[src/hw/vhm_defs.svh]
// Purpose: Constants for the velocity and homing mode controller.
// Assumes: Parameter addresses are word indices on the parameter port.
// Notes:   Speeds are in revolutions per minute.
`ifndef VHM_DEFS_SVH
`define VHM_DEFS_SVH
`define VHM_ADDR_ACT_SPEED      16'h1E10
`define VHM_ADDR_PROF_SPEED     16'h1F0C
`define VHM_ADDR_TARGET_SPEED   16'h2402
`define VHM_ADDR_MAX_RAMP       16'h2500
`define VHM_ADDR_ACCEL          16'h2501
`define VHM_ADDR_DECEL          16'h2502
`define VHM_ADDR_HOME_METHOD    16'h2503
`define VHM_ADDR_HOME_OFFSET    16'h2504
`define VHM_ADDR_HOME_SETPOS    16'h2505
`define VHM_ADDR_ZERO_POINT     16'h2506
`define VHM_ADDR_ABS_POS        16'h2507
`define VHM_SPEED_MAX           32'sd3000
`define VHM_SPEED_MIN           -32'sd3000
`define VHM_MAX_RAMP_RESET      32'h0000_0BB8
`define VHM_ACCEL_RESET         32'h0000_0001
`define VHM_DECEL_RESET         32'h0000_0001
`define VHM_RAMP_TICK_NS        1000
`define VHM_CLK_NS              20
`define VHM_RAMP_DIV            ((`VHM_RAMP_TICK_NS + `VHM_CLK_NS - 1) / `VHM_CLK_NS)
`define VHM_MODE_VELOCITY       3'h3
`define VHM_MODE_HOMING         3'h6
`define VHM_MSTAT_BUSY_BIT      0
`define VHM_MSTAT_DONE_BIT      1
`define VHM_MSTAT_VALID_BIT     2
`define VHM_MSTAT_REFUSE_BIT    3
`endif

[src/hw/vhm_pkg.sv]
// Purpose: Types for the velocity and homing mode controller.
// Assumes: Included constants header is present.
// Notes:   Types only.
package vhm_pkg;
    typedef enum logic [3:0] {
        VHM_IDLE     = 4'b0001,
        VHM_VELOCITY = 4'b0010,
        VHM_HOME_RUN = 4'b0100,
        VHM_HOME_END = 4'b1000
    } vhm_state_t;

    typedef struct packed {
        logic        wr;
        logic        rd;
        logic [15:0] addr;
        logic [31:0] wdata;
    } vhm_param_req_t;

    typedef struct packed {
        logic [2:0] mode;
        logic       start;
        logic       stop;
    } vhm_mode_ctrl_t;
endpackage

[src/hw/vhm_ramp.sv]
// Purpose: Ramp generator stepping a speed toward a limited target.
// Assumes: Step enable comes from a divider on the same clock.
// Notes:   Output speed is registered.
`timescale 1ns/1ps
`default_nettype none
module vhm_ramp
    import vhm_pkg::*;
(
    // Clock and reset
    input  wire logic               mclk_in,
    input  wire logic               sys_rst_in,
    // Control
    input  wire logic               step_en_in,
    input  wire logic               run_in,
    input  wire logic signed [31:0] target_in,
    input  wire logic        [31:0] accel_in,
    input  wire logic        [31:0] decel_in,
    // Result
    output logic signed      [31:0] speed_out
);
    logic signed [31:0] goal;
    logic signed [31:0] diff;
    logic signed [31:0] step;
    logic               speeding_up;

    // A stopped drive ramps down to standstill rather than jumping to zero.
    always_comb
    begin
        goal        = run_in ? target_in : 32'sh0000_0000;
        diff        = goal - speed_out;
        speeding_up = (speed_out >= 0) ? (goal > speed_out) : (goal < speed_out);
        step        = speeding_up ? $signed(accel_in) : $signed(decel_in);
    end

    always_ff @(posedge mclk_in)
    begin
        if (sys_rst_in)
            speed_out <= 32'sh0000_0000;
        else if (step_en_in)
        begin
            if (diff > step)
                speed_out <= speed_out + step;
            else if (-diff > step)
                speed_out <= speed_out - step;
            else
                speed_out <= goal;
        end
    end
endmodule
`default_nettype wire

[src/hw/vhm_ctrl.sv]
// Purpose: Velocity and homing mode control of a stepper drive.
// Assumes: Parameter port writes/reads one word per cycle; same clock.
// Notes:   Encoder speed arrives as a pin-domain value and is synchronised.
// Function
// - Velocity mode ramps using acceleration and deceleration.
// - Modes run only when operation enabled.
// - Target speed changes apply immediately while moving.
// - Velocity mode ignores positioning range limits.
// - Target limited to +-3000 and ramp maximum.
// - Actual and profile speeds readable, read-only.
// - Parameter changes act on receipt, no trigger.
// - Homing relates motor position to axis position.
// - Homing by reference movement or position setting.
// - Reference point becomes zero for absolute moves.
// - Configurable offset shifts the homed zero point.
// - New zero valid only after completed movement.
// - Other modes refused during reference movement.
// - Control words start homing; status words report.
`timescale 1ns/1ps
`default_nettype none
`include "vhm_defs.svh"
module vhm_ctrl
    import vhm_pkg::*;
(
    // Clock and reset
    input  wire logic               mclk_in,
    input  wire logic               sys_rst_in,
    // Parameter port
    input  wire vhm_param_req_t     param_in,
    output logic             [31:0] param_rdata_out,
    output logic                    param_ack_out,
    // Process data control words
    input  wire logic               op_enabled_in,
    input  wire vhm_mode_ctrl_t     mode_ctrl_in,
    output logic             [15:0] drive_status_word_out,
    output logic             [15:0] mode_status_word_out,
    // Power stage and sensors
    input  wire logic signed [15:0] motor_speed_in,
    input  wire logic signed [31:0] motor_pos_in,
    input  wire logic               ref_reached_in,
    output logic signed      [31:0] speed_cmd_out,
    output logic                    dir_out,
    output logic signed      [31:0] abs_pos_out
);
    vhm_state_t         state_reg;
    vhm_state_t         state_next;
    logic signed [31:0] target_reg;
    logic        [31:0] max_ramp_reg;
    logic        [31:0] accel_reg;
    logic        [31:0] decel_reg;
    logic               method_reg;
    logic signed [31:0] offset_reg;
    logic signed [31:0] setpos_reg;
    logic signed [31:0] zero_reg;
    logic               zero_valid_reg;
    logic               refuse_reg;
    logic               done_reg;
    logic signed [15:0] spd_meta_reg;
    logic signed [15:0] spd_sync_reg;
    logic               ref_meta_reg;
    logic               ref_sync_reg;
    logic               en_meta_reg;
    logic               en_sync_reg;
    logic        [7:0]  div_reg;
    logic               step_en;
    logic signed [31:0] limited_target;
    logic signed [31:0] ramp_target;
    logic signed [31:0] prof_speed;
    logic signed [31:0] wval;
    logic               vel_run;

    // Pin-side speed, reference and enable inputs go through two flops before use; position is used directly.
    always_ff @(posedge mclk_in)
    begin
        if (sys_rst_in)
        begin
            spd_meta_reg <= 16'sh0000;
            spd_sync_reg <= 16'sh0000;
            ref_meta_reg <= 1'b0;
            ref_sync_reg <= 1'b0;
            en_meta_reg  <= 1'b0;
            en_sync_reg  <= 1'b0;
        end
        else
        begin
            spd_meta_reg <= motor_speed_in;
            spd_sync_reg <= spd_meta_reg;
            ref_meta_reg <= ref_reached_in;
            ref_sync_reg <= ref_meta_reg;
            en_meta_reg  <= op_enabled_in;
            en_sync_reg  <= en_meta_reg;
        end
    end

    // Ramp steps come at a fixed tick so acceleration is per microsecond.
    always_ff @(posedge mclk_in)
    begin
        if (sys_rst_in || step_en)
            div_reg <= 8'h00;
        else
            div_reg <= div_reg + 8'h01;
    end
    assign step_en = (div_reg == 8'(`VHM_RAMP_DIV - 1));

    // Parameter writes land at once; the ramp sees them next cycle.
    always_ff @(posedge mclk_in)
    begin
        if (sys_rst_in)
        begin
            target_reg   <= 32'sh0000_0000;
            max_ramp_reg <= `VHM_MAX_RAMP_RESET;
            accel_reg    <= `VHM_ACCEL_RESET;
            decel_reg    <= `VHM_DECEL_RESET;
            method_reg   <= 1'b0;
            offset_reg   <= 32'sh0000_0000;
            setpos_reg   <= 32'sh0000_0000;
        end
        else if (param_in.wr)
        begin
            case (param_in.addr)
                `VHM_ADDR_TARGET_SPEED: target_reg   <= wval;
                `VHM_ADDR_MAX_RAMP:     max_ramp_reg <= param_in.wdata;
                `VHM_ADDR_ACCEL:        accel_reg    <= param_in.wdata;
                `VHM_ADDR_DECEL:        decel_reg    <= param_in.wdata;
                `VHM_ADDR_HOME_METHOD:  method_reg   <= param_in.wdata[0];
                `VHM_ADDR_HOME_OFFSET:  offset_reg   <= param_in.wdata;
                `VHM_ADDR_HOME_SETPOS:  setpos_reg   <= param_in.wdata;
                default:                ;
            endcase
        end
    end

    // Target speed writes outside the accepted band are clamped to it.
    always_comb
    begin
        wval = $signed(param_in.wdata);
        if (wval > `VHM_SPEED_MAX)
            wval = `VHM_SPEED_MAX;
        else if (wval < `VHM_SPEED_MIN)
            wval = `VHM_SPEED_MIN;
    end

    // The ramp maximum may change at any time, so limit on use, not on write.
    always_comb
    begin
        limited_target = target_reg;
        if (target_reg > $signed(max_ramp_reg))
            limited_target = $signed(max_ramp_reg);
        else if (target_reg < -$signed(max_ramp_reg))
            limited_target = -$signed(max_ramp_reg);
    end

    // Mode sequencing.
    always_comb
    begin
        state_next = state_reg;
        case (state_reg)
            VHM_IDLE:
            begin
                if (en_sync_reg && mode_ctrl_in.start)
                begin
                    if (mode_ctrl_in.mode == `VHM_MODE_VELOCITY)
                        state_next = VHM_VELOCITY;
                    else if (mode_ctrl_in.mode == `VHM_MODE_HOMING)
                        state_next = method_reg ? VHM_HOME_END : VHM_HOME_RUN;
                end
            end
            VHM_VELOCITY:
            begin
                if (!en_sync_reg || mode_ctrl_in.stop)
                    state_next = VHM_IDLE;
                else if (mode_ctrl_in.start && mode_ctrl_in.mode == `VHM_MODE_HOMING)
                    state_next = method_reg ? VHM_HOME_END : VHM_HOME_RUN;
            end
            VHM_HOME_RUN:
            begin
                // Any interruption abandons the movement; it is never resumed.
                if (!en_sync_reg || mode_ctrl_in.stop)
                    state_next = VHM_IDLE;
                else if (ref_sync_reg)
                    state_next = VHM_HOME_END;
            end
            VHM_HOME_END:
                state_next = VHM_IDLE;
            default:
                state_next = VHM_IDLE;
        endcase
    end

    always_ff @(posedge mclk_in)
    begin
        if (sys_rst_in)
            state_reg <= VHM_IDLE;
        else
            state_reg <= state_next;
    end

    // Zero point: taken only on a completed homing.
    always_ff @(posedge mclk_in)
    begin
        if (sys_rst_in)
        begin
            zero_reg       <= 32'sh0000_0000;
            zero_valid_reg <= 1'b0;
            done_reg       <= 1'b0;
        end
        else if (state_reg == VHM_HOME_END)
        begin
            if (method_reg)
                zero_reg <= motor_pos_in - setpos_reg + offset_reg;
            else
                zero_reg <= motor_pos_in + offset_reg;
            zero_valid_reg <= 1'b1;
            done_reg       <= 1'b1;
        end
        else if (state_reg == VHM_HOME_RUN)
        begin
            zero_valid_reg <= 1'b0;
            done_reg       <= 1'b0;
        end
    end

    // Mode change requests during a reference movement are flagged.
    always_ff @(posedge mclk_in)
    begin
        if (sys_rst_in)
            refuse_reg <= 1'b0;
        else if (state_reg == VHM_HOME_RUN && mode_ctrl_in.start
                 && mode_ctrl_in.mode != `VHM_MODE_HOMING)
            refuse_reg <= 1'b1;
        else if (state_reg != VHM_HOME_RUN)
            refuse_reg <= 1'b0;
    end

    assign vel_run = (state_reg == VHM_VELOCITY) && en_sync_reg;
    // Homing moves slowly toward the reference in the positive direction.
    assign ramp_target = (state_reg == VHM_HOME_RUN) ? $signed(accel_reg) : limited_target;

    vhm_ramp u_ramp
    (
        .mclk_in    (mclk_in),
        .sys_rst_in (sys_rst_in),
        .step_en_in (step_en),
        .run_in     (vel_run || (state_reg == VHM_HOME_RUN)),
        .target_in  (ramp_target),
        .accel_in   (accel_reg),
        .decel_in   (decel_reg),
        .speed_out  (prof_speed)
    );

    // Output registers; no position limit stops velocity mode.
    always_ff @(posedge mclk_in)
    begin
        if (sys_rst_in)
        begin
            speed_cmd_out <= 32'sh0000_0000;
            dir_out       <= 1'b0;
            abs_pos_out   <= 32'sh0000_0000;
        end
        else
        begin
            speed_cmd_out <= prof_speed;
            dir_out       <= prof_speed[31];
            abs_pos_out   <= motor_pos_in - zero_reg;
        end
    end
    // Status words.
    always_ff @(posedge mclk_in)
    begin
        if (sys_rst_in)
        begin
            drive_status_word_out <= 16'h0000;
            mode_status_word_out  <= 16'h0000;
        end
        else
        begin
            drive_status_word_out <= {12'h000, state_reg};
            mode_status_word_out  <= {12'h000, refuse_reg, zero_valid_reg,
                                      done_reg, state_reg == VHM_HOME_RUN};
        end
    end

    // Parameter reads.
    always_ff @(posedge mclk_in)
    begin
        if (sys_rst_in)
        begin
            param_rdata_out <= 32'h0000_0000;
            param_ack_out   <= 1'b0;
        end
        else
        begin
            param_ack_out <= param_in.rd || param_in.wr;
            case (param_in.addr)
                `VHM_ADDR_ACT_SPEED:    param_rdata_out <= {{16{spd_sync_reg[15]}}, spd_sync_reg};
                `VHM_ADDR_PROF_SPEED:   param_rdata_out <= prof_speed;
                `VHM_ADDR_TARGET_SPEED: param_rdata_out <= target_reg;
                `VHM_ADDR_MAX_RAMP:     param_rdata_out <= max_ramp_reg;
                `VHM_ADDR_ACCEL:        param_rdata_out <= accel_reg;
                `VHM_ADDR_DECEL:        param_rdata_out <= decel_reg;
                `VHM_ADDR_HOME_METHOD:  param_rdata_out <= {31'h0, method_reg};
                `VHM_ADDR_HOME_OFFSET:  param_rdata_out <= offset_reg;
                `VHM_ADDR_HOME_SETPOS:  param_rdata_out <= setpos_reg;
                `VHM_ADDR_ZERO_POINT:   param_rdata_out <= zero_reg;
                `VHM_ADDR_ABS_POS:      param_rdata_out <= abs_pos_out;
                default:                param_rdata_out <= 32'h0000_0000;
            endcase
        end
    end
endmodule
`default_nettype wire

[config.mk]
export PLATFORM = sky130hd
export DESIGN_NAME = vhm_ctrl
export DESIGN_NICKNAME = d
export VERILOG_FILES = /design/src/hw/vhm_pkg.sv /design/src/hw/vhm_ramp.sv /design/src/hw/vhm_ctrl.sv
export VERILOG_INCLUDE_DIRS = /design/src /design/src/hw
export SDC_FILE = /design/constraint.sdc
export NUM_CORES = 2
export LEC_CHECK = 0
export ABC_AREA = 1
export ABC_CLOCK_PERIOD_IN_PS = 10700
export BUFFER_PORTS_ARGS = -buffer_cell sky130_fd_sc_hd__buf_2
export CORE_MARGIN = 5
export CORE_UTILIZATION = 50
export CTS_CLUSTER_SIZE = 24
export DETAILED_ROUTE_END_ITERATION = 7
export HOLD_SLACK_MARGIN = 0.05
export PLACE_DENSITY = 0.72
export SYNTH_ARGS = -nofsm -noshare
export SYNTH_HDL_FRONTEND = slang
export SYNTH_SLANG_ARGS = --single-unit
[constraint.sdc]
create_clock -name mclk_in -period 10.7 [get_ports mclk_in]
set_input_delay 2.14 -clock mclk_in [delete_from_list [all_inputs] [get_ports mclk_in]]
set_output_delay 2.14 -clock mclk_in [all_outputs]
set_load 0.01 [all_outputs]
### Word level (Yosys, flattened, before mapping)

Cells that the tools add are included.

* register bits after elaboration: 437
* logic and storage cells: 116
* input bits: 107

* $add $sub $neg: 10
* magnitude comparators: 9
* multiplexer cells: 25
* eq/ne operators: 24
* reductions and logical operators: 20

Operator list (count)
* $pmux W32 S11: 1
* $mux W32: 10
* $eq A16 B14 Y1 const B: 9
* $gt A32 B32 Y1: 4
* $sub A32 B32 Y32: 4
* $add A32 B32 Y32: 3
* $lt A32 B32 Y1: 2
* $neg A32 Y32: 2
* $eq A16 B13 Y1 const B: 2
* $ge A32 B1 Y1 const B: 1
* $gt A32 B13 Y1 const B: 1
* $lt A32 B13 Y1 const B: 1
* $mux W4: 8
* $reduce_and A2 Y1: 7
* $ne A3 B3 Y1 const B: 4
* $pmux W4 S3: 1
* $add A8 B1 Y8 const B: 1
* $eq A8 B6 Y1 const B: 1
* $logic_and A1 B1 Y1: 5
* $mux W1: 5
* $eq A4 B1 Y1 const B: 1
* $eq A4 B2 Y1 const B: 1
* $eq A4 B3 Y1 const B: 1
* $eq A4 B4 Y1 const B: 1
* 8 further kinds: 12

### Longest topological paths before layout

* word-level depth: 12
* mapped depth: 68
* depth with buffers taken out: 64

### By module

From an unflattened synthesis, not the netlist that was laid out.

* cells, all modules: 5691
* area, all modules: 36170.9 µm²

By module, submodules not included
* vhm_ctrl: area an instance 25898.6 µm², instances 1, cells each 3977, seq. area each 7587.3 µm²
* vhm_ramp: area an instance 10272.4 µm², instances 1, cells each 1714, seq. area each 640.6 µm²

### Least setup slack after synthesis

No wires, ideal clock.

* kind: register -> register
* start point: register max_ramp_reg[1]
* end point: register u_ramp.speed_out[21]
* arrival time: 8.344 ns
* cell stages (with the launch flop): 60
* path buffers: 5
* data required time: 10.588 ns
* setup slack: 2.244 ns
* path through: dfxtp_1 > inv_1 > nand3_1 > nor3_2 > nand2_1 > nor2_1 > nand4_1 > nor2_1 > nand4_1 > nor3_1 > nand3_1 > xor2_1 > inv_1 > ha_1 > nand2_1 > inv_1 > nand3_1 > o221ai_1 > [... 24 more ...] > o21ai_0 > ha_1 > clkbuf_2 > a21oi_1 > nand2_1 > a21oi_1 > o21bai_1 > a21oi_1 > o21ai_0 > a21oi_1 > o21ai_0 > a21oi_1 > o21ai_0 > xor2_1 > o21ai_1 > inv_1 > nand2_1 > nand2_1

* word-level cells in the longest chain between the ends: 12
* elaborated cells on any way between the ends: 19
* classes of those cells: 5 x add/sub; 6 x order compare; 8 x mux

RTL lines
* start: declaration: RTL line vhm_ctrl.sv:48 `logic [31:0] max_ramp_reg;`
* start signal: assignment: RTL line vhm_ctrl.sv:111 `` max_ramp_reg <= `VHM_MAX_RAMP_RESET; ``
* start signal: assignment: RTL line vhm_ctrl.sv:122 `` `VHM_ADDR_MAX_RAMP: max_ramp_reg <= param_in.wdata; ``
* $neg A32 Y32: RTL line vhm_ctrl.sv:149, vhm_ctrl.sv:150
* $lt A32 B32 Y1: RTL line vhm_ctrl.sv:149 `else if (target_reg < -$signed(max_ramp_reg))`
* $mux W32: RTL line vhm_ctrl.sv:149
* $mux W32 *: RTL line vhm_ctrl.sv:147 `if (target_reg > $signed(max_ramp_reg))`
* $mux W32 *: RTL line vhm_ctrl.sv:237 `assign ramp_target = (state_reg == VHM_HOME_RUN) ? $signed(accel_reg) : limited_target;`
* $mux W32 *: RTL line vhm_ramp.sv:29 `goal = run_in ? target_in : 32'sh0000_0000;`
* branches (longest 5 deep; another with $sub A32 B32 Y32)
* $mux W32 *: RTL line vhm_ramp.sv:41 `if (diff > step)`
* end signal: assignment: RTL line vhm_ramp.sv:42 `speed_out <= speed_out + step;`
* end signal: assignment: RTL line vhm_ramp.sv:44 `speed_out <= speed_out - step;`
* end signal: assignment: RTL line vhm_ramp.sv:46 `speed_out <= goal;`
* end: declaration: RTL line vhm_ramp.sv:19 `output logic signed [31:0] speed_out`

Mark *: on every way between the ends.
A chain may end at the register's enable or synchronous reset.

### Worst setup path in the final report

* start point: register max_ramp_reg[1]
* end point: register u_ramp.speed_out[26]

Same word-level chain as after synthesis.

==> impl_results.md <==
* Status: complete, no violations
* Initial antenna violation count at 17
* Hold path depth at 2
* GRT Residual Overflow at 0
* Worst Skew at 0.05005 ns
* Most Frequent Cell on Critical Path: nand2_1
* FMAX at 100.1 MHz
* CTS tree: yes
* Htree depth at 2
* Flops & latches, synth at 411
* Final setup margin at 0.7105 ns
* CP Capture Type: flip-flop
* WHS Endpoint: spd_sync_reg[13]
* Routed vias/inst at 5.856
* Num CTS Buffers at 49
* Area Growth Syn to Fin at 10.73%
* NumNets Final at 5384
* Top cells by count, synth: inv_1, nand2_1, a21oi_1, nor2_1, dfxtp_1
* Total track usage at 34.68%
* Area of the multi-input gates at 20400 µm²
* Initial core utilization at 50.55%
* FF-to-FF path depth at 52
* DR WL/cell at 21.92 µm
* Total routed wirelength at 127.7 mm
* Vias in the first global route at 31610
* Die Wd at 265.3 µm
* CP max stage delay at 0.48 ns
* Initial DRC count at 3998
* Fillers at 6394
* Max-slew violations at 0
* Slew @ Worst Pin at 1.364 ns
* Clock Tree Root: clkbuf_16
* Hold_sp: spd_meta_reg[13]
* Max_slew headroom at 6.689%
* Largest net degree at the start of global routing at 85
* MaxCap Viol Count at 0
* Synth top area cells: dfxtp_1, ha_1, inv_1
* Sequential fraction of the synthesis area at 25.25%
* Post-route clock period utilization at 93.36%
* Worst setup SP type: flip-flop
* # setup viols final at 0
* Worst setup path class: reg -> reg
* Dpl cells at 5724
* Hold/Removal Path Class: reg -> reg
* Layout cell share with drive strength beyond 1 at 8.891%
* Ys async rst share at 0%
* Crit path time final at 9.989 ns
* Placed wire-length estimate at 100.4 mm
* Worst path required time at 11.22 ns
* Post-Syn Instances at 4799
* Remaining antenna violation count after routing at 0
* Die area at 70370 µm²
* Via count at 34100
* Max FO, Critical Path at 23
* Maximum resistive drop on vdd at 0.0002373 V
* Clk sinks at 411
* Finished Layout Cells at 5824
* Final core utilization at 55.97%
* Yosys cell types at 68
* Num ports at 237
* First-pass GRT wire length at 190.6 mm
* Cts hold-fix bufs at 0
* Die height at 265.3 µm
* Latest clock arrival within the worst-skew pair at 0.64 ns
* Most common cell in the netlist: inv_1
* Worst flop-to-flop path startpoint: max_ramp_reg[1]
* Power per cell area at 134.8 nW/µm²
* CTS Buffer Depth at 3
* Post-route DRC violation count at 0
* EDFF count, synth at 0
* Yosys Warn Count at 0
* Critical path's slowest cell: a21boi_0
* Yosys top cell by area: dfxtp_1
* Top FF cell, synth: dfxtp_1
* Syn Std Cell Area at 32580 µm²
* Clock transition at the registers of the reported paths at 0.06 ns
* WP data arrival at 10.51 ns
* Post-Syn Area per Cell at 6.790 µm²
* Pre-CTS WS at 0.3949 ns
* Core box area at 64460 µm²
* PortBufs at 212
* Sequential cell area at 8228 µm²
* Top cell type's share of synthesized area at 25.25%
* Reg2reg end: u_ramp.speed_out[26]
* Reg2Reg Setup Slack at 0.71 ns
* P_leak at 17.83 nW
* Gpl congestion at 1.019
* TritonRoute pass-1 iters at 7
* # rows at 93
* Hold Vio Cnt, Final at 0
layout by cell type, fill, tap and decap left out, types with 14 or more instances in the layout:
cell	n
inv_1	793
nand2_1	713
a21oi_1	479
nor2_1	416
dfxtp_1	411
o21ai_0	368
ha_1	320
nand3_1	220
buf_2	211
xor2_1	127
a211oi_1	98
nand4_1	94
buf_4	67
a221oi_1	55
nor3_1	52
o22ai_1	51
clkbuf_16	49
o211ai_1	37
a31oi_1	36
fa_1	36
xnor2_1	34
o21a_1	24
conb_1	24
o21bai_1	19
a21o_1	14
nor2_2	14
a21boi_0	14
logic make-up (layout without fill, tap and decap cells):
family                     after synthesis  in the layout  share of synthesized area (%)
and+or+nand+nor                       1572           1572                          20.59
xor gates and xnor gates               162            162                          4.355
buffers and inverters                 1036           1174                          12.73
adders and majority gates              356            356                          14.50
other                                    1             33                        0.01151
AOI/OAI and AO/OA                     1261           1261                          22.56
DFF                                    411            411                          25.25
how the worst max path moves through the flow:
stage               startpoint              endpoint
3_3_place_gp   max_ramp_reg[1]  u_ramp.speed_out[20]
3_5_place_dp   max_ramp_reg[1]   u_ramp.speed_out[3]
6_report       max_ramp_reg[1]  u_ramp.speed_out[26]
4_1_cts        max_ramp_reg[1]   u_ramp.speed_out[9]
2_1_floorplan  max_ramp_reg[1]  u_ramp.speed_out[21]
5_1_grt        max_ramp_reg[1]   u_ramp.speed_out[9]
layer usage:
layer	global-route usage [%]	routed length, µm	up-vias
li1	-	-	16300
met2	53.21	54600	1727
met5	0	48	-
met1	45.58	52110	15710
met3	7.076	12400	357
met4	19.69	8520	8
power breakdown:
part	internal, mW	switching, mW	total, mW
Combinational	0.534	0.937	1.47
Clock	1.07	0.751	1.82
Sequential	1.55	0.0205	1.57
area by class of cell:
type | count | area share (%)
multi-input cells | 3375 | 56.55
flip-flops and latches | 411 | 22.80
clock inverters | 23 | 0.9155
diodes | 9 | 0.06242
inverters | 803 | 8.361
well taps | 855 | 2.965
repair buffers | 281 | 4.446
clock buffers | 67 | 3.891
critical path, delay by kind of cell, from the launching register on:
family	cells	cell delay (ns)
buffers and inverters	5	0.89
AND/OR/NAND/NOR	26	3.51
adder cells (fa/ha/maj)	4	1.10
XOR/XNOR	2	0.43
AO/OA/AOI/OAI	15	3.61
flip-flops	1	0.31
through the flow:
step	hold slack, ns	total power [mW]	setup TNS [ns]	instance area (µm²)
2_1_floorplan	0.3883	2.632	0	32670
3_3_place_gp	0.3909	2.996	0	34240
3_5_place_dp	0.3927	2.997	0	34240
4_1_cts	0.3838	4.800	0	35970
5_1_grt	0.3900	5.073	-0.05443	36080
6_report	0.3792	4.864	0	36080
timing repair:
| action | in CTS | in global routing |
|---|---|---|
| buffers inserted | 0 | 1 |
| resized for setup | 0 | 18 |
| endpoints found under the setup margin | 0 | 32 |
Power figures use the tool's default switching activity.
